$ cat config.mk
export PLATFORM = sky130hd
export DESIGN_NAME = mfs_top
export DESIGN_NICKNAME = d
export VERILOG_FILES = /design/src/rtl/mfs_stack.v /design/src/rtl/mfs_alu.v /design/src/rtl/mfs_top.v
export VERILOG_INCLUDE_DIRS = /design/src /design/src/rtl
export SDC_FILE = /design/constraint.sdc
export NUM_CORES = 1
export LEC_CHECK = 0
export CAP_MARGIN = 20
export CORE_ASPECT_RATIO = 2
export CORE_MARGIN = 8
export CORE_UTILIZATION = 50
export CTS_CLUSTER_DIAMETER = 50
export DETAILED_ROUTE_END_ITERATION = 10
export DONT_BUFFER_PORTS = 1
export SLEW_MARGIN = 25
export SYNTH_ARGS = -nofsm -noshare
export SYNTH_HDL_FRONTEND = slang
export SYNTH_SLANG_ARGS = --single-unit
export TNS_END_PERCENT = 10
$ cat constraint.sdc
create_clock -name core_clk_i -period 9.1 [get_ports core_clk_i]
set_clock_uncertainty 0.15 [all_clocks]
set_input_delay 1.365 -clock core_clk_i [delete_from_list [all_inputs] [get_ports core_clk_i]]
set_output_delay 1.365 -clock core_clk_i [all_outputs]
set_load 0.02 [all_outputs]
$ cat src/rtl/mfs_defs.vh
`ifndef MFS_DEFS_VH
`define MFS_DEFS_VH
// Register byte offsets on the AXI4-Lite slave.
`define MFS_REG_CTRL 8'h00
`define MFS_REG_STATUS 8'h04
`define MFS_REG_PC_LOW 8'h08
`define MFS_REG_TBLP 8'h0C
`define MFS_REG_TBHP 8'h10
`define MFS_REG_TBL_HI 8'h14
`define MFS_REG_ACC 8'h18
`define MFS_REG_MEM 8'h1C
`define MFS_REG_INTST 8'h20
// Control register fields and reset values.
`define MFS_CTRL_RUN 0
`define MFS_CTRL_EMI 1
`define MFS_RUN_RST 1'h1
`define MFS_EMI_RST 1'h0
// Status register fields.
`define MFS_ST_C 0
`define MFS_ST_AC 1
`define MFS_ST_Z 2
`define MFS_ST_OV 3
`define MFS_STATUS_RST 4'h0
// Program memory vectors.
`define MFS_RESET_VECTOR 11'h000
`define MFS_INT_VECTOR 11'h004
// Stack depth default.
`define MFS_STACK_DEPTH 6
// Instruction classes in bits 15:12 of the instruction word.
`define MFS_CL_NOP 4'h0
`define MFS_CL_ALUI 4'h1
`define MFS_CL_ALUM 4'h2
`define MFS_CL_JUMP 4'h3
`define MFS_CL_CALL 4'h4
`define MFS_CL_RTN 4'h5
`define MFS_CL_RTNI 4'h6
`define MFS_CL_SKZ 4'h7
`define MFS_CL_SKNZ 4'h8
`define MFS_CL_SETLOW 4'h9
`define MFS_CL_TABRD 4'hA
// ALU function codes in bits 11:8.
`define MFS_FN_ADD 4'h0
`define MFS_FN_ADC 4'h1
`define MFS_FN_SUB 4'h2
`define MFS_FN_SBC 4'h3
`define MFS_FN_AND 4'h4
`define MFS_FN_OR 4'h5
`define MFS_FN_XOR 4'h6
`define MFS_FN_CPL 4'h7
`define MFS_FN_RR 4'h8
`define MFS_FN_RRC 4'h9
`define MFS_FN_RL 4'hA
`define MFS_FN_RLC 4'hB
`define MFS_FN_INC 4'hC
`define MFS_FN_DEC 4'hD
`define MFS_FN_DADJ 4'hE
`define MFS_FN_PASS 4'hF
// Bus responses.
`define MFS_RESP_OKAY 2'h0
`define MFS_RESP_SLVERR 2'h2
`endif

$ cat src/rtl/mfs_stack.v
`timescale 1ns/100ps
`include "mfs_defs.vh"
// Return-address stack; a push while full overwrites the oldest entry.
module mfs_stack #(
    parameter DEPTH = `MFS_STACK_DEPTH,
    parameter PW = 11
) (
    input wire core_clk_i, // System clock.
    input wire rst_n_i, // Asynchronous reset, active low.
    input wire push_i, // Push request.
    input wire pop_i, // Pop request.
    input wire [PW-1:0] data_i, // Value pushed.
    output wire [PW-1:0] top_o, // Most recent entry.
    output wire full_o // All levels in use.
);
    localparam SW = (DEPTH > 1) ? $clog2(DEPTH) : 1;
    localparam CW = $clog2(DEPTH + 1);

    reg [PW-1:0] mem [0:DEPTH-1];
    reg [SW-1:0] wp;
    reg [CW-1:0] count;
    wire [SW-1:0] wp_dec;
    wire [SW-1:0] wp_inc;

    // Pointer arithmetic wraps around the ring of levels.
    assign wp_dec = (wp == {SW{1'b0}}) ? DEPTH[SW-1:0] - 1'b1 : wp - 1'b1;
    assign wp_inc = (wp == DEPTH[SW-1:0] - 1'b1) ? {SW{1'b0}} : wp + 1'b1;
    assign top_o = mem[wp_dec];
    assign full_o = (count == DEPTH[CW-1:0]);

    // Entry storage, written only on a push.
    always @(posedge core_clk_i)
    begin
        if (push_i)
        begin
            mem[wp] <= data_i;
        end
    end

    // Pointer and fill count; reset leaves the pointer at the top.
    always @(posedge core_clk_i or negedge rst_n_i)
    begin
        if (!rst_n_i)
        begin
            wp <= {SW{1'b0}};
            count <= {CW{1'b0}};
        end
        else if (push_i)
        begin
            wp <= wp_inc;
            if (!full_o)
            begin
                count <= count + 1'b1;
            end
        end
        else if (pop_i && count != {CW{1'b0}})
        begin
            wp <= wp_dec;
            count <= count - 1'b1;
        end
    end
endmodule // mfs_stack

$ cat src/rtl/mfs_alu.v
`timescale 1ns/100ps
`include "mfs_defs.vh"
// Eight-bit ALU producing a result and the updated status flags.
module mfs_alu (
    input wire [3:0] fn_i, // Function code.
    input wire [7:0] a_i, // First operand.
    input wire [7:0] b_i, // Second operand.
    input wire [3:0] status_i, // Current flags.
    output reg [7:0] res_o, // Result.
    output reg [3:0] status_o // Updated flags.
);
    reg sub;
    reg ci;
    reg [7:0] bx;
    reg [8:0] sum;
    reg [4:0] nib;
    reg [8:0] da;

    always @*
    begin
        sub = (fn_i == `MFS_FN_SUB) || (fn_i == `MFS_FN_SBC);
        bx = sub ? ~b_i : b_i;
        ci = ((fn_i == `MFS_FN_ADC) || (fn_i == `MFS_FN_SBC)) ? status_i[`MFS_ST_C] : sub;
        sum = {1'b0, a_i} + {1'b0, bx} + {8'h00, ci};
        nib = {1'b0, a_i[3:0]} + {1'b0, bx[3:0]} + {4'h0, ci};
        da = {1'b0, a_i};
        if (a_i[3:0] > 4'h9 || status_i[`MFS_ST_AC])
        begin
            da = da + 9'h006;
        end
        if (da[8] || da[7:4] > 4'h9 || status_i[`MFS_ST_C])
        begin
            da = da + 9'h060;
        end
        res_o = a_i;
        status_o = status_i;
        case (fn_i)
            `MFS_FN_ADD, `MFS_FN_ADC, `MFS_FN_SUB, `MFS_FN_SBC:
            begin
                res_o = sum[7:0];
                status_o[`MFS_ST_C] = sum[8];
                status_o[`MFS_ST_AC] = nib[4];
                status_o[`MFS_ST_OV] = (a_i[7] == bx[7]) && (sum[7] != a_i[7]);
            end
            `MFS_FN_AND: res_o = a_i & b_i;
            `MFS_FN_OR: res_o = a_i | b_i;
            `MFS_FN_XOR: res_o = a_i ^ b_i;
            `MFS_FN_CPL: res_o = ~a_i;
            `MFS_FN_RR: res_o = {a_i[0], a_i[7:1]};
            `MFS_FN_RRC:
            begin
                res_o = {status_i[`MFS_ST_C], a_i[7:1]};
                status_o[`MFS_ST_C] = a_i[0];
            end
            `MFS_FN_RL: res_o = {a_i[6:0], a_i[7]};
            `MFS_FN_RLC:
            begin
                res_o = {a_i[6:0], status_i[`MFS_ST_C]};
                status_o[`MFS_ST_C] = a_i[7];
            end
            `MFS_FN_INC: res_o = a_i + 8'h01;
            `MFS_FN_DEC: res_o = a_i - 8'h01;
            `MFS_FN_DADJ:
            begin
                res_o = da[7:0];
                status_o[`MFS_ST_C] = da[8] | status_i[`MFS_ST_C];
            end
            default: res_o = a_i;
        endcase
        // Rotates leave the zero flag alone.
        if (fn_i[3:2] != 2'h2)
        begin
            status_o[`MFS_ST_Z] = (res_o == 8'h00);
        end
    end
endmodule // mfs_alu

$ cat src/rtl/mfs_top.v
// Functional notes
// - Four non-overlapping phases form one cycle.
// - PC advances at T1 while fetching.
// - Fetch overlaps execute, one per cycle.
// - PC-changing instructions take two cycles.
// - Eleven-bit PC, low byte software visible.
// - Low byte write jumps in page, dummy.
// - Taken skip discards prefetch, dummy cycle.
// - Hidden stack holds only PC values.
// - Call/interrupt push, returns pop PC.
// - Reset points stack at its top.
// - Full stack latches interrupt, delays acknowledge.
// - Call on full stack loses oldest.
// - ALU ops write destination and status flags; skips leave status unchanged.
// - ALU arithmetic, logic, rotate, skip set.
// - Program memory 2K x 16 by PC.
// - Reset loads PC with vector.
// - Table read: low byte, high latch.
// - Table read takes two cycles.
`timescale 1ns/100ps
`include "mfs_defs.vh"
module mfs_top #(
    parameter STACK_DEPTH = `MFS_STACK_DEPTH,
    parameter [10:0] INT_VECTOR = `MFS_INT_VECTOR
) (
    input wire core_clk_i, // System clock.
    input wire rst_n_i, // Asynchronous reset, active low.
    input wire [7:0] s_awaddr_i, // AXI write address.
    input wire s_awvalid_i, // AXI write address valid.
    output reg s_awready_o, // AXI write address ready.
    input wire [31:0] s_wdata_i, // AXI write data.
    input wire [3:0] s_wstrb_i, // AXI write strobes.
    input wire s_wvalid_i, // AXI write data valid.
    output reg s_wready_o, // AXI write data ready.
    output reg [1:0] s_bresp_o, // AXI write response.
    output reg s_bvalid_o, // AXI write response valid.
    input wire s_bready_i, // AXI write response ready.
    input wire [7:0] s_araddr_i, // AXI read address.
    input wire s_arvalid_i, // AXI read address valid.
    output reg s_arready_o, // AXI read address ready.
    output reg [31:0] s_rdata_o, // AXI read data.
    output reg [1:0] s_rresp_o, // AXI read response.
    output reg s_rvalid_o, // AXI read valid.
    input wire s_rready_i, // AXI read ready.
    output reg [10:0] pmem_addr_o, // Program memory word address.
    output reg pmem_rd_o, // Program memory read strobe.
    input wire [15:0] pmem_rdata_i, // Program memory word.
    input wire int_req_i, // Interrupt request pulse.
    output reg int_ack_o, // Interrupt acknowledge pulse.
    output reg [3:0] phase_o // One-hot T1..T4 phase.
);
    localparam PH_T1 = 2'h0;
    localparam PH_T2 = 2'h1;
    localparam PH_T3 = 2'h2;
    localparam PH_T4 = 2'h3;

    // One-hot view of a phase code.
    function [3:0] ph_dec;
        input [1:0] ph;
        begin
            ph_dec = 4'h1 << ph;
        end
    endfunction

    reg [1:0] phase;
    reg [10:0] pc;
    reg [15:0] ir;
    reg ir_valid;
    reg [15:0] pre;
    reg pre_valid;
    reg [7:0] acc;
    reg [7:0] mem_reg;
    reg [3:0] status;
    reg run;
    reg emi;
    reg [7:0] tblp;
    reg [2:0] tbhp;
    reg [7:0] table_high_latch;
    reg tbl_pend;
    reg int_flag;
    reg low_pend;
    reg [7:0] low_val;
    reg [7:0] aw_addr;
    reg [31:0] w_data;
    reg w_lane0;
    reg [31:0] rd_word;
    reg rd_err;

    wire [1:0] next_phase;
    wire [3:0] cls;
    wire exec;
    wire take_low;
    wire ex;
    wire flow;
    wire alu_imm;
    wire [7:0] alu_a;
    wire [7:0] alu_b;
    wire [7:0] alu_res;
    wire [3:0] alu_st;
    wire skip_taken;
    wire int_go;
    wire stk_push;
    wire stk_pop;
    wire [10:0] stk_top;
    wire stk_full;
    wire [10:0] ret_addr;
    wire wr_go;
    wire [7:0] wa;
    wire low_wr;

    assign next_phase = run ? phase + 2'h1 : phase;
    assign cls = ir[15:12];
    // Execution happens on the T3 edge of the cycle after the fetch.
    assign exec = run && (phase == PH_T3) && ir_valid;
    assign take_low = run && (phase == PH_T3) && low_pend;
    assign ex = exec && !take_low;
    assign alu_imm = (cls == `MFS_CL_ALUI);
    assign alu_a = alu_imm ? acc : mem_reg;
    assign alu_b = alu_imm ? ir[7:0] : acc;
    assign skip_taken = ex && (((cls == `MFS_CL_SKZ) && alu_st[`MFS_ST_Z]) ||
                               ((cls == `MFS_CL_SKNZ) && !alu_st[`MFS_ST_Z]));
    assign flow = (cls == `MFS_CL_JUMP) || (cls == `MFS_CL_CALL) ||
                  (cls == `MFS_CL_RTN) || (cls == `MFS_CL_RTNI) ||
                  (cls == `MFS_CL_SETLOW) || (cls == `MFS_CL_TABRD) || skip_taken;
    assign int_go = ex && !flow && int_flag && emi && !stk_full;
    assign stk_push = (ex && (cls == `MFS_CL_CALL)) || int_go;
    assign stk_pop = ex && ((cls == `MFS_CL_RTN) || (cls == `MFS_CL_RTNI));
    // The prefetched word sits at pc - 1, which is where execution resumes.
    assign ret_addr = pc - 11'h001;
    assign wr_go = !s_awready_o && !s_wready_o && !s_bvalid_o;
    assign wa = {aw_addr[7:2], 2'h0};
    assign low_wr = wr_go && w_lane0 && (wa == `MFS_REG_PC_LOW);

    mfs_stack #(
        .DEPTH(STACK_DEPTH),
        .PW(11)
    ) u_stack (
        .core_clk_i(core_clk_i),
        .rst_n_i(rst_n_i),
        .push_i(stk_push),
        .pop_i(stk_pop),
        .data_i(ret_addr),
        .top_o(stk_top),
        .full_o(stk_full)
    );

    mfs_alu u_alu (
        .fn_i(ir[11:8]),
        .a_i(alu_a),
        .b_i(alu_b),
        .status_i(status),
        .res_o(alu_res),
        .status_o(alu_st)
    );

    // Register read decode; the stack and PC high bits are not mapped.
    always @*
    begin
        rd_word = 32'h00000000;
        rd_err = 1'b0;
        case ({s_araddr_i[7:2], 2'h0})
            `MFS_REG_CTRL: rd_word[1:0] = {emi, run};
            `MFS_REG_STATUS: rd_word[3:0] = status;
            `MFS_REG_PC_LOW: rd_word[7:0] = pc[7:0];
            `MFS_REG_TBLP: rd_word[7:0] = tblp;
            `MFS_REG_TBHP: rd_word[2:0] = tbhp;
            `MFS_REG_TBL_HI: rd_word[7:0] = table_high_latch;
            `MFS_REG_ACC: rd_word[7:0] = acc;
            `MFS_REG_MEM: rd_word[7:0] = mem_reg;
            `MFS_REG_INTST: rd_word[0] = int_flag;
            default: rd_err = 1'b1;
        endcase
    end

    // AXI4-Lite slave handshakes; one write and one read in flight.
    always @(posedge core_clk_i or negedge rst_n_i)
    begin
        if (!rst_n_i)
        begin
            s_awready_o <= 1'b1;
            s_wready_o <= 1'b1;
            s_bvalid_o <= 1'b0;
            s_bresp_o <= `MFS_RESP_OKAY;
            s_arready_o <= 1'b1;
            s_rvalid_o <= 1'b0;
            s_rdata_o <= 32'h00000000;
            s_rresp_o <= `MFS_RESP_OKAY;
            aw_addr <= 8'h00;
            w_data <= 32'h00000000;
            w_lane0 <= 1'b0;
        end
        else
        begin
            if (s_awvalid_i && s_awready_o)
            begin
                aw_addr <= s_awaddr_i;
                s_awready_o <= 1'b0;
            end
            if (s_wvalid_i && s_wready_o)
            begin
                w_data <= s_wdata_i;
                w_lane0 <= s_wstrb_i[0];
                s_wready_o <= 1'b0;
            end
            if (wr_go)
            begin
                s_bvalid_o <= 1'b1;
                s_bresp_o <= (wa > `MFS_REG_INTST) ? `MFS_RESP_SLVERR : `MFS_RESP_OKAY;
            end
            if (s_bvalid_o && s_bready_i)
            begin
                s_bvalid_o <= 1'b0;
                s_awready_o <= 1'b1;
                s_wready_o <= 1'b1;
            end
            if (s_arvalid_i && s_arready_o)
            begin
                s_arready_o <= 1'b0;
                s_rvalid_o <= 1'b1;
                s_rdata_o <= rd_word;
                s_rresp_o <= rd_err ? `MFS_RESP_SLVERR : `MFS_RESP_OKAY;
            end
            if (s_rvalid_o && s_rready_i)
            begin
                s_rvalid_o <= 1'b0;
                s_arready_o <= 1'b1;
            end
        end
    end

    // Sequencer, pipeline and architectural state.
    always @(posedge core_clk_i or negedge rst_n_i)
    begin
        if (!rst_n_i)
        begin
            phase <= PH_T4;
            phase_o <= 4'h8;
            pc <= `MFS_RESET_VECTOR;
            ir <= 16'h0000;
            ir_valid <= 1'b0;
            pre <= 16'h0000;
            pre_valid <= 1'b0;
            acc <= 8'h00;
            mem_reg <= 8'h00;
            status <= `MFS_STATUS_RST;
            run <= `MFS_RUN_RST;
            emi <= `MFS_EMI_RST;
            tblp <= 8'h00;
            tbhp <= 3'h0;
            table_high_latch <= 8'h00;
            tbl_pend <= 1'b0;
            int_flag <= 1'b0;
            low_pend <= 1'b0;
            low_val <= 8'h00;
            pmem_addr_o <= `MFS_RESET_VECTOR;
            pmem_rd_o <= 1'b0;
            int_ack_o <= 1'b0;
        end
        else
        begin
            phase <= next_phase;
            phase_o <= ph_dec(next_phase);
            pmem_rd_o <= 1'b0;
            int_ack_o <= int_go;
            // Software writes; hardware updates below take precedence.
            if (wr_go && w_lane0)
            begin
                case (wa)
                    `MFS_REG_CTRL:
                    begin
                        run <= w_data[`MFS_CTRL_RUN];
                        emi <= w_data[`MFS_CTRL_EMI];
                    end
                    `MFS_REG_STATUS: status <= w_data[3:0];
                    `MFS_REG_PC_LOW:
                    begin
                        low_val <= w_data[7:0];
                        low_pend <= 1'b1;
                    end
                    `MFS_REG_TBLP: tblp <= w_data[7:0];
                    `MFS_REG_TBHP: tbhp <= w_data[2:0];
                    `MFS_REG_MEM: mem_reg <= w_data[7:0];
                    `MFS_REG_INTST:
                    begin
                        if (w_data[0])
                        begin
                            int_flag <= 1'b0;
                        end
                    end
                    default:
                    begin
                    end
                endcase
            end
            if (run && phase == PH_T4)
            begin
                pmem_rd_o <= 1'b1;
                if (tbl_pend)
                begin
                    pmem_addr_o <= {tbhp, tblp};
                    ir_valid <= 1'b0;
                end
                else
                begin
                    pmem_addr_o <= pc;
                    pc <= pc + 11'h001;
                    ir <= pre;
                    ir_valid <= pre_valid;
                end
            end
            // Word returned by program memory is taken at the end of T2.
            if (run && phase == PH_T2)
            begin
                if (tbl_pend)
                begin
                    acc <= pmem_rdata_i[7:0];
                    table_high_latch <= pmem_rdata_i[15:8];
                    tbl_pend <= 1'b0;
                end
                else
                begin
                    pre <= pmem_rdata_i;
                    pre_valid <= 1'b1;
                end
            end
            // Execute stage; a pending low-byte write replaces the slot.
            if (take_low)
            begin
                pc <= {pc[10:8], low_val};
                pre_valid <= 1'b0;
                low_pend <= low_wr;
            end
            else if (ex)
            begin
                case (cls)
                    `MFS_CL_ALUI:
                    begin
                        acc <= alu_res;
                        status <= alu_st;
                    end
                    `MFS_CL_ALUM:
                    begin
                        if (ir[0])
                        begin
                            mem_reg <= alu_res;
                        end
                        else
                        begin
                            acc <= alu_res;
                        end
                        status <= alu_st;
                    end
                    `MFS_CL_JUMP, `MFS_CL_CALL:
                    begin
                        pc <= ir[10:0];
                        pre_valid <= 1'b0;
                    end
                    `MFS_CL_RTN:
                    begin
                        pc <= stk_top;
                        pre_valid <= 1'b0;
                    end
                    `MFS_CL_RTNI:
                    begin
                        pc <= stk_top;
                        pre_valid <= 1'b0;
                        emi <= 1'b1;
                    end
                    `MFS_CL_SKZ, `MFS_CL_SKNZ:
                    begin
                        if (ir[7])
                        begin
                            mem_reg <= alu_res;
                        end
                        if (skip_taken)
                        begin
                            pre_valid <= 1'b0;
                        end
                    end
                    `MFS_CL_SETLOW:
                    begin
                        pc <= {pc[10:8], acc};
                        pre_valid <= 1'b0;
                    end
                    `MFS_CL_TABRD: tbl_pend <= 1'b1;
                    default:
                    begin
                    end
                endcase
                if (int_go)
                begin
                    pc <= INT_VECTOR;
                    pre_valid <= 1'b0;
                    emi <= 1'b0;
                    int_flag <= 1'b0;
                end
            end
            if (int_req_i)
            begin
                int_flag <= 1'b1;
            end
        end
    end
endmodule // mfs_top

Word level (Yosys, flattened, before mapping)

Memories as Yosys holds them, arrays and structs flattened.
Index checks and enable logic that the tools add are counted.

Add/sub/neg operators: 15
Magnitude comparators: 3
Eq/ne operators: 50
Shift operators: 1
Multiplexer cells: 92
Bitwise gates (word level): 8
Reduce and logical (&&, ||, !) cells: 77

Operators by type and width:

| operator                | count |
|---|---|
| $mux W8                 | 15 |
| $pmux W8 S12            | 1 |
| $mux W11                | 5 |
| $mux W1                 | 44 |
| $eq A4 B4 Y1 const B    | 10 |
| $eq A6 B3 Y1 const B    | 6 |
| $pmux W11 S3            | 1 |
| $eq A4 B3 Y1 const B    | 8 |
| $pmux W8 S2             | 2 |
| $logic_and A1 B1 Y1     | 26 |
| $eq A6 B2 Y1 const B    | 4 |
| $mux W3                 | 7 |
| $mux W4                 | 5 |
| $pmux W4 S5             | 1 |
| $reduce_and A2 Y1       | 10 |
| $mux W9                 | 2 |
| $eq A4 B2 Y1 const B    | 4 |
| $logic_not A8 Y1        | 2 |
| $not A8 Y8              | 2 |
| $logic_or A1 B1 Y1      | 14 |
| $reduce_bool A2 Y1      | 7 |
| $eq A6 B1 Y1 const B    | 2 |
| $eq A6 B4 Y1 const B    | 2 |
| $add A11 B1 Y11 const B | 1 |
| 46 further kinds        | 65 |

Bits in registers: 156
RAM bits: 66
Input bits: 76
Logic and storage cells: 285
Memories kept: 1

Memories:

| memory      | depth | width | read ports | clocked after Yosys merged registers in | write ports | RTL line       | source |
|---|---|---|---|---|---|---|---|
| u_stack.mem | 6     | 11    | 1          | 0                                       | 1           | mfs_stack.v:19 | `reg [PW-1:0] mem [0:DEPTH-1];` |

Depth between registers and ports, before layout

Gate-level depths: netlist of the first run.

Depth in word-level cells: 26
Gate-level depth with buffers: 25

Modules after synthesis

Synthesis of the first run repeated with hierarchy kept, for this count alone.

Cell total of the unflattened synthesis: 1296
Area total of the unflattened synthesis: 13324.0 um^2

By module, submodules not included:

| module    | times used | cells an instance | area each (um^2) |
|---|---|---|---|
| mfs_top   | 1          | 782               | 7937.6 |
| mfs_stack | 1          | 215               | 3246.9 |
| mfs_alu   | 1          | 299               | 2139.6 |

Least setup slack after synthesis of the first run

No wires, ideal clock.

Path type: reg-to-reg
Start point: register ir[11]
End point: memory u_stack.mem[4][0], enable pin
Data arrival time: 6242 ps
Required time: 8542 ps
Path slack: 2300 ps
Cell stages (with the launch flop): 21
Buffers on the path: 4
Path through: dfrtp_1 > clkbuf_1 > clkbuf_1 > clkbuf_1 > nor3_1 > xor2_1 > fa_1 > inv_1 > fa_1 > nor2b_1 > a31oi_1 > a2bb2oi_1 > nand4_1 > a221o_1 > or4_4 > a2111oi_4 > a22o_1 > a211o_1 > a21oi_1 > buf_2 > nor4_1

Cells in the longest elaborated chain, start to end: 21
Elaborated cells between the ends (all ways): 40
Classes of those cells: add/sub: 2; eq/ne: 15; mux: 6; reduce/logical: 17

Ends and longest elaborated chain:

| item                                | RTL line       | source |
|---|---|---|
| from (decl)                         | mfs_top.v:67   | `reg [15:0] ir;` |
| from (signal assigned)              | mfs_top.v:307  | `ir <= pre;` |
| $eq A4 B2 Y1                        | mfs_alu.v:37   | `case (fn_i)` |
| $logic_or A1 B1 Y1                  | mfs_alu.v:21   | `` sub = (fn_i == `MFS_FN_SUB) \|\| (fn_i == `MFS_FN_SBC); `` |
| $mux W8                             | mfs_alu.v:22   | `bx = sub ? ~b_i : b_i;` |
| $add A8 B8 Y9                       | mfs_alu.v:24   | `sum = {1'b0, a_i} + {1'b0, bx} + {8'h00, ci};` |
| $add A9 B1 Y9                       | mfs_alu.v:24   |  |
| $pmux W8 S12                        | mfs_alu.v:37   |  |
| $logic_not A8 Y1                    | mfs_alu.v:73   | `` status_o[`MFS_ST_Z] = (res_o == 8'h00); `` |
| $mux W1 *                           | mfs_alu.v:71   | `if (fn_i[3:2] != 2'h2)` |
| (+2 left out)                       | n/a            |  |
| $logic_or A1 B1 Y1 *                | mfs_top.v:120  | `` assign skip_taken = ex && (((cls == `MFS_CL_SKZ) && alu_st[`MFS_ST_Z]) \|\| `` |
| $logic_and A1 B1 Y1 *               | mfs_top.v:120  |  |
| $logic_or A1 B1 Y1 *                | mfs_top.v:122  | `` assign flow = (cls == `MFS_CL_JUMP) \|\| (cls == `MFS_CL_CALL) \|\| `` |
| $logic_not A1 Y1 *                  | mfs_top.v:125  | `assign int_go = ex && !flow && int_flag && emi && !stk_full;` |
| $logic_and A1 B1 Y1 * (4 in series) | mfs_top.v:125  |  |
| $logic_or A1 B1 Y1 *                | mfs_top.v:126  | `` assign stk_push = (ex && (cls == `MFS_CL_CALL)) \|\| int_go; `` |
| $mux W1 *                           | mfs_stack.v:34 | `if (push_i)` |
| $mux W1 (implied by the code) *     | mfs_stack.v:36 | `mem[wp] <= data_i;` |
| to (decl)                           | mfs_stack.v:19 |  |

Mark *: on every way between the ends. The rest lies on a longest branch, timed or not.

Worst setup path in the final report of the first run

Start point: register ir[12]
End point: register u_stack.count[1]

Cells in the longest elaborated chain, start to end: 25
Elaborated cells between the ends (all ways): 58
Classes of those cells: add/sub: 6; order compare: 2; eq/ne: 10; mux: 8; bitwise: 5; reduce/logical: 27

Ends and longest elaborated chain:

| item                                                   | RTL line       | source |
|---|---|---|
| branches (longest 25 deep; another with $add A8 B3 Y9) | n/a            |  |
| to (signal assigned)                                   | mfs_stack.v:46 | `count <= {CW{1'b0}};` |
| to (signal assigned)                                   | mfs_stack.v:53 | `count <= count + 1'b1;` |
| to (signal assigned)                                   | mfs_stack.v:59 | `count <= count - 1'b1;` |
| to (decl)                                              | mfs_stack.v:21 | `reg [CW-1:0] count;` |

Several ways; the timed one is not identified.
A chain may end at the register's enable or synchronous reset.

==> results of run 1 <==
## synth_stat cells, types with 10 or more instances
library cell	number	area, um^2
dfrtp_1	145	3628
nor2_1	110	412.9
nand2_1	109	409.1
mux2_2	83	934.7
o21ai_0	74	370.4
a21oi_1	73	365.4
clkbuf_1	70	262.8
edfxtp_1	66	1982
mux2i_1	61	610.6
inv_1	41	153.9
nor3_1	40	200.2
ha_1	36	450.4
o22ai_1	33	206.5
buf_4	26	195.2
nand3_1	24	120.1
xnor2_1	20	175.2
xor2_1	20	175.2
nand2b_1	17	106.4
a31oi_1	15	93.84
nand4_1	15	93.84
o211ai_1	14	105.1
nor2b_1	13	81.33
a211oi_1	12	90.09
a21o_1	12	90.09
mux4_2	11	247.7
a22o_1	10	87.58
## layer usage
metal	vias to the layer above	GRT usage (%)
met4	0	22.14
met5	-	0
li1	4778	-
met3	161	3.488
met1	5110	24.21
met2	335	49.81
## cells by family after synthesis
group / synth area share, %
flops: 43.64
compound gates: 16.58
fa+ha+maj: 3.844
other cells: 0.02824
xor+xnor: 2.638
simple gates: 13.76
buf+inv: 5.277
mux: 14.24
## power by group
part / leakage [nW] / internal, mW / switching (mW)
logic: 3.01 / 0.940 / 1.52
registers: 2.52 / 1.33 / 0.420
clock network: 0.378 / 0.584 / 0.407
## critical path, stage by stage, from the launching register on
cell and delay (ns):
dfrtp_1 0.81, nor4b_4 0.71, mux2i_1 0.41, xor2_1 0.25, fa_1 0.27, inv_1 0.08
fa_1 0.44, a21o_1 0.18, a21oi_1 0.29, a21oi_1 0.15, a211oi_1 0.28, a32oi_1 0.14
buf_4 0.19, or4_4 0.52, a2111oi_4 0.44, a21oi_2 0.11, a211o_1 0.31, a21oi_2 0.54
xor2_1 0.14, ha_1 0.30, and3_1 0.14, a311o_1 0.32
## cell type report
cell class / count / area (um^2) / share of cell area [%]
diodes: 1 / 2.502 / 0.01751
clock buffers: 31 / 639.4 / 4.473
clock inverters: 11 / 156.4 / 1.094
inverters: 45 / 171.4 / 1.199
multi-input cells: 981 / 6913 / 48.36
flip-flops and latches: 218 / 5794 / 40.53
well taps: 344 / 430.4 / 3.011
repair buffers: 25 / 187.7 / 1.313
## final timing paths
kind | startpoint | endpoint
max in group asynchronous | rst_n_i | s_arready_o
min reg2reg | pre[11] | ir[11]
max | ir[12] | u_stack.count[1]
min in group asynchronous | rst_n_i | u_stack.wp[1]
max reg2reg | ir[12] | u_stack.count[1]
min | pre[11] | ir[11]
## per-stage QoR
stage / util [%] / total power [mW] / hold slack [ns] / setup slack, ns / area [um^2]
floorplan: - / 3.334 / 0.2944 / 2.300 / 13370
global placement: 51.54 / 4.153 / 0.3114 / 1.669 / 13490
detailed placement: 51.56 / 4.190 / 0.3093 / 1.561 / 13490
CTS: 54.60 / 5.189 / 0.3275 / 1.490 / 14290
global route: 54.62 / 5.488 / 0.3490 / 1.400 / 14300
finish: 54.62 / 5.204 / 0.3220 / 1.783 / 14300
==> impl_metrics.toml, run 1 <==
[critical_path]
cp.arrival_ns = 7.57
worst_r2r_path_depth = 21
crit_type = "flop to flop"
start_kind = "flop"
end_kind = "flop"
path_max_fanout = 21
r2r_setup_slack_ns = 1.78
required_ns = 9.36

[cells_and_area]
layout_commonest_cell = "dfrtp_1"
area_delta_synth_final_pct = 7.651
final_cell_mix = "dfrtp_1 (145), nand2_1 (109), nor2_1 (109)"
final_nets = 1409
fillers = 2323
drive_gt1_share_pct = 14.19
final-instance-count-excl-fill = 1656
largest_reg_flops = 66

[clock_network]
cts_setup_buffers = 0
cts_buffers = 23
cts_tree = "done"
hold_buffers = 0
h-tree-depth = 1
clock_path_buffers = 3
clkLatencyLatePin_ns = 0.53
root_buffer = "clkbuf_16"
cts.sinks = 218
clk_pin_slew_worst_paths_ns = 0.07
ctsResizeCount = 0

[yosys]
syn_area_um2 = 13280
synth-seq-cells = 218
avgSynthCellArea_um2 = 10.01
async_flop_share_pct = 69.72
ys_types = 85
synth-main-ff-cell = "dfrtp_1"
synth-edff-count = 66
synth_warnings = 0
synth_seq_area_share_pct = 43.64
syn_inst = 1327

[timing]
rsz0062_at_grt = "false"
min_period_over_period_pct = 80.41
min_period_ns = 7.317
hold_viol_final = 0
slew_headroom_pct = 35.62
setup_violations = 0
worst_pin_slew_ns = 0.9585
finalSetupTns_ns = 0
drv_slew = 0
fmax_mhz = 136.7

[route]
top_layer_used = "met4"
drt.antenna.violating_nets = 0
met1Wirelength_um = 13820
wl_met2_um = 23630
dr.pass1.iters = 5
drc = 0
met3_length_um = 1765
drt-total-wl_um = 43090
via_count = 10380
vias_per_cell = 6.271
drt_iter0_markers = 651
wl_per_cell_um = 26.02

[placement]
place_inst = 1613
io_buffers = 0
gp_congestion = 0.9652
dpl.hpwl_um = 32640

[global_route]
grt_pass1_vias = 10300
grt_usage_pct = 26.21
antenna_found_initial = 1
grt_remaining_overflow = 0
grt_pass1_wl_um = 64150
grt_max_degree = 153

[hold_path]
hold_class = "flop to flop"
min_path_cells = 2

[run]
cap_violations = 0

[pwr]
power.leakage_nw = 5.906
powerDensity_nw_per_um2 = 364.0
ir_drop_mv = 0.2278

[floorplanning]
pin_count = 134
fp.dieArea_um2 = 32350
die_w_um = 131.2
fp.coreArea_um2 = 26170
initial_core_util_pct = 50.74
placement_rows = 84
die_h_um = 246.5

[status]
status = "completed"
Power figures use the tool's default switching activity.
==> inputs of run 2 (changes only) <==
==> constraint.sdc (replaced) <==
create_clock -name core_clk_i -period 7.1 [get_ports core_clk_i]
set_clock_uncertainty 0.15 [all_clocks]
set_input_delay 1.065 -clock core_clk_i [delete_from_list [all_inputs] [get_ports core_clk_i]]
set_output_delay 1.065 -clock core_clk_i [all_outputs]
set_load 0.02 [all_outputs]
==> impl_metrics.toml, run 2 (synthesized netlist as in run 1, its figures left out) <==
[status]
status = "completed"

[floorplanning]
fp.coreArea_um2 = 26170
die_w_um = 131.2
die_h_um = 246.5
pin_count = 134
fp.dieArea_um2 = 32350
placement_rows = 84
initial_core_util_pct = 50.74

[route]
met1Wirelength_um = 13520
drt-total-wl_um = 42690
met3_length_um = 1587
drt_iter0_markers = 593
via_count = 10540
vias_per_cell = 6.355
drc = 0
wl_met2_um = 23620
drt.antenna.violating_nets = 0
wl_per_cell_um = 25.75
top_layer_used = "met4"
dr.pass1.iters = 5

[pwr]
p_switching_mw = 3.005
pwr-share-clk_pct = 18.4
ir_drop_mv = 0.2663
sequentialPowerShare_pct = 33.1
powerDensity_nw_per_um2 = 463.0
power.leakage_nw = 5.918
switching_share_pct = 45.42
p_int_mw = 3.611
combinationalPowerShare_pct = 48.4

[cells_and_area]
multi_input_area_um2 = 6909
layout_commonest_cell = "dfrtp_1"
largest_reg_flops = 66
final_cell_mix = "dfrtp_1 (145), nand2_1 (109), nor2_1 (109)"
final-instance-count-excl-fill = 1658
final_nets = 1413
drive_gt1_share_pct = 14.54
diodes = 0
seqCellArea_um2 = 5794
area_delta_synth_final_pct = 7.604
fillers = 2352

[global_route]
grt_usage_pct = 25.97
antenna_found_initial = 0
grt_pass1_vias = 10650
grt_remaining_overflow = 0
grt_pass1_wl_um = 64090
grt_max_degree = 153

[run]
cap_violations = 0

[placement]
dpl.hpwl_um = 32700
gp_congestion = 0.9635
io_buffers = 0
place_inst = 1618

[clock_network]
cts_setup_buffers = 0
h-tree-depth = 1
clock_path_buffers = 3
ctsResizeCount = 0
root_buffer = "clkbuf_16"
hold_buffers = 0
clkLatencyLatePin_ns = 0.53
cts_buffers = 22
clk_pin_slew_worst_paths_ns = 0.07
cts.sinks = 218
cts_tree = "done"

[timing]
setup_violations = 0
min_period_over_period_pct = 95.08
timing.hold.ws_ns = 0.08373
fmax_mhz = 148.1
slew_headroom_pct = 33.20
drv_slew = 0
min_period_ns = 6.751
hold_viol_final = 0
rsz0062_at_grt = "false"
finalSetupTns_ns = 0
worst_pin_slew_ns = 0.9944

[critical_path]
cp.arrival_ns = 6.81
required_ns = 7.16
path_max_fanout = 16
start_kind = "flop"
crit_type = "flop to flop"
end_kind = "flop"

[hold_path]
hold_class = "primary input to async pin"
## run 2: changes by cell type in the layout (fill, tap and decap cells not counted), sizes merged
cell,delta
clkinvlp,-1
clkbuf,-3
inv,+1
bufinv,-1
diode,-1
buf,+5
clkinv,+2
## run 2: through the flow
step	util, %	power, mW	setup WS (ns)	instance area [um^2]
floorplan	-	4.273	0.3001	13370
global route	54.60	6.956	0.2473	14290
CTS	54.60	6.583	0.5596	14290
detailed placement	51.70	5.349	0.6035	13530
global placement	51.68	5.296	0.5848	13530
finish	54.60	6.616	0.3492	14290
## run 2: final timing paths
check / from / endpoint / slack [ns] / cells past startpoint
min: rst_n_i / acc[1] / 0.08 / 0
min reg2reg: pre[10] / ir[10] / 0.33 / 2
min in group core_clk_i: pre[10] / ir[10] / 0.33 / 2
max reg2reg: ir[11] / u_stack.mem[0][2] / 0.35 / 19
max in group asynchronous: rst_n_i / s_arready_o / 6.26 / 0
max: ir[11] / u_stack.mem[0][2] / 0.35 / 19
## run 2: power groups by stage
stage	logic (mW)	registers, mW	clock network (mW)
after floorplan	2.33	1.94	0
after global placement	3.10	2.20	0
after detailed placement	3.14	2.21	0
after CTS	3.16	2.18	1.24
after global routing	3.45	2.22	1.28
final	3.20	2.19	1.22
## run 2: final cells by class
class	count	area share, %
multi-input cells	981	48.35
flip-flops and latches	218	40.55
clock buffers	28	4.308
well taps	344	3.012
repair buffers	30	1.576
inverters	45	1.200
clock inverters	12	0.9983
## run 2: critical path, stage by stage, from the launching register on
cell,delay (ns)
dfrtp_1,0.63
nor3_1,0.91
xor2_1,0.25
fa_1,0.23
inv_1,0.06
fa_1,0.42
a21o_1,0.19
a21oi_1,0.37
a21oi_1,0.13
a211oi_1,0.28
a32oi_1,0.28
or4_4,0.59
a2111oi_4,0.42
a22o_1,0.23
a211o_1,0.24
a21oi_1,0.13
buf_4,0.20
or2_2,0.32
nor3_1,0.14
buf_4,0.25
## run 2: metal layers
metal | GRT usage (%) | up-vias
met5 | 0 | -
met1 | 23.34 | 5200
li1 | - | 4783
met4 | 22.10 | 0
met2 | 50.23 | 376
met3 | 3.182 | 177
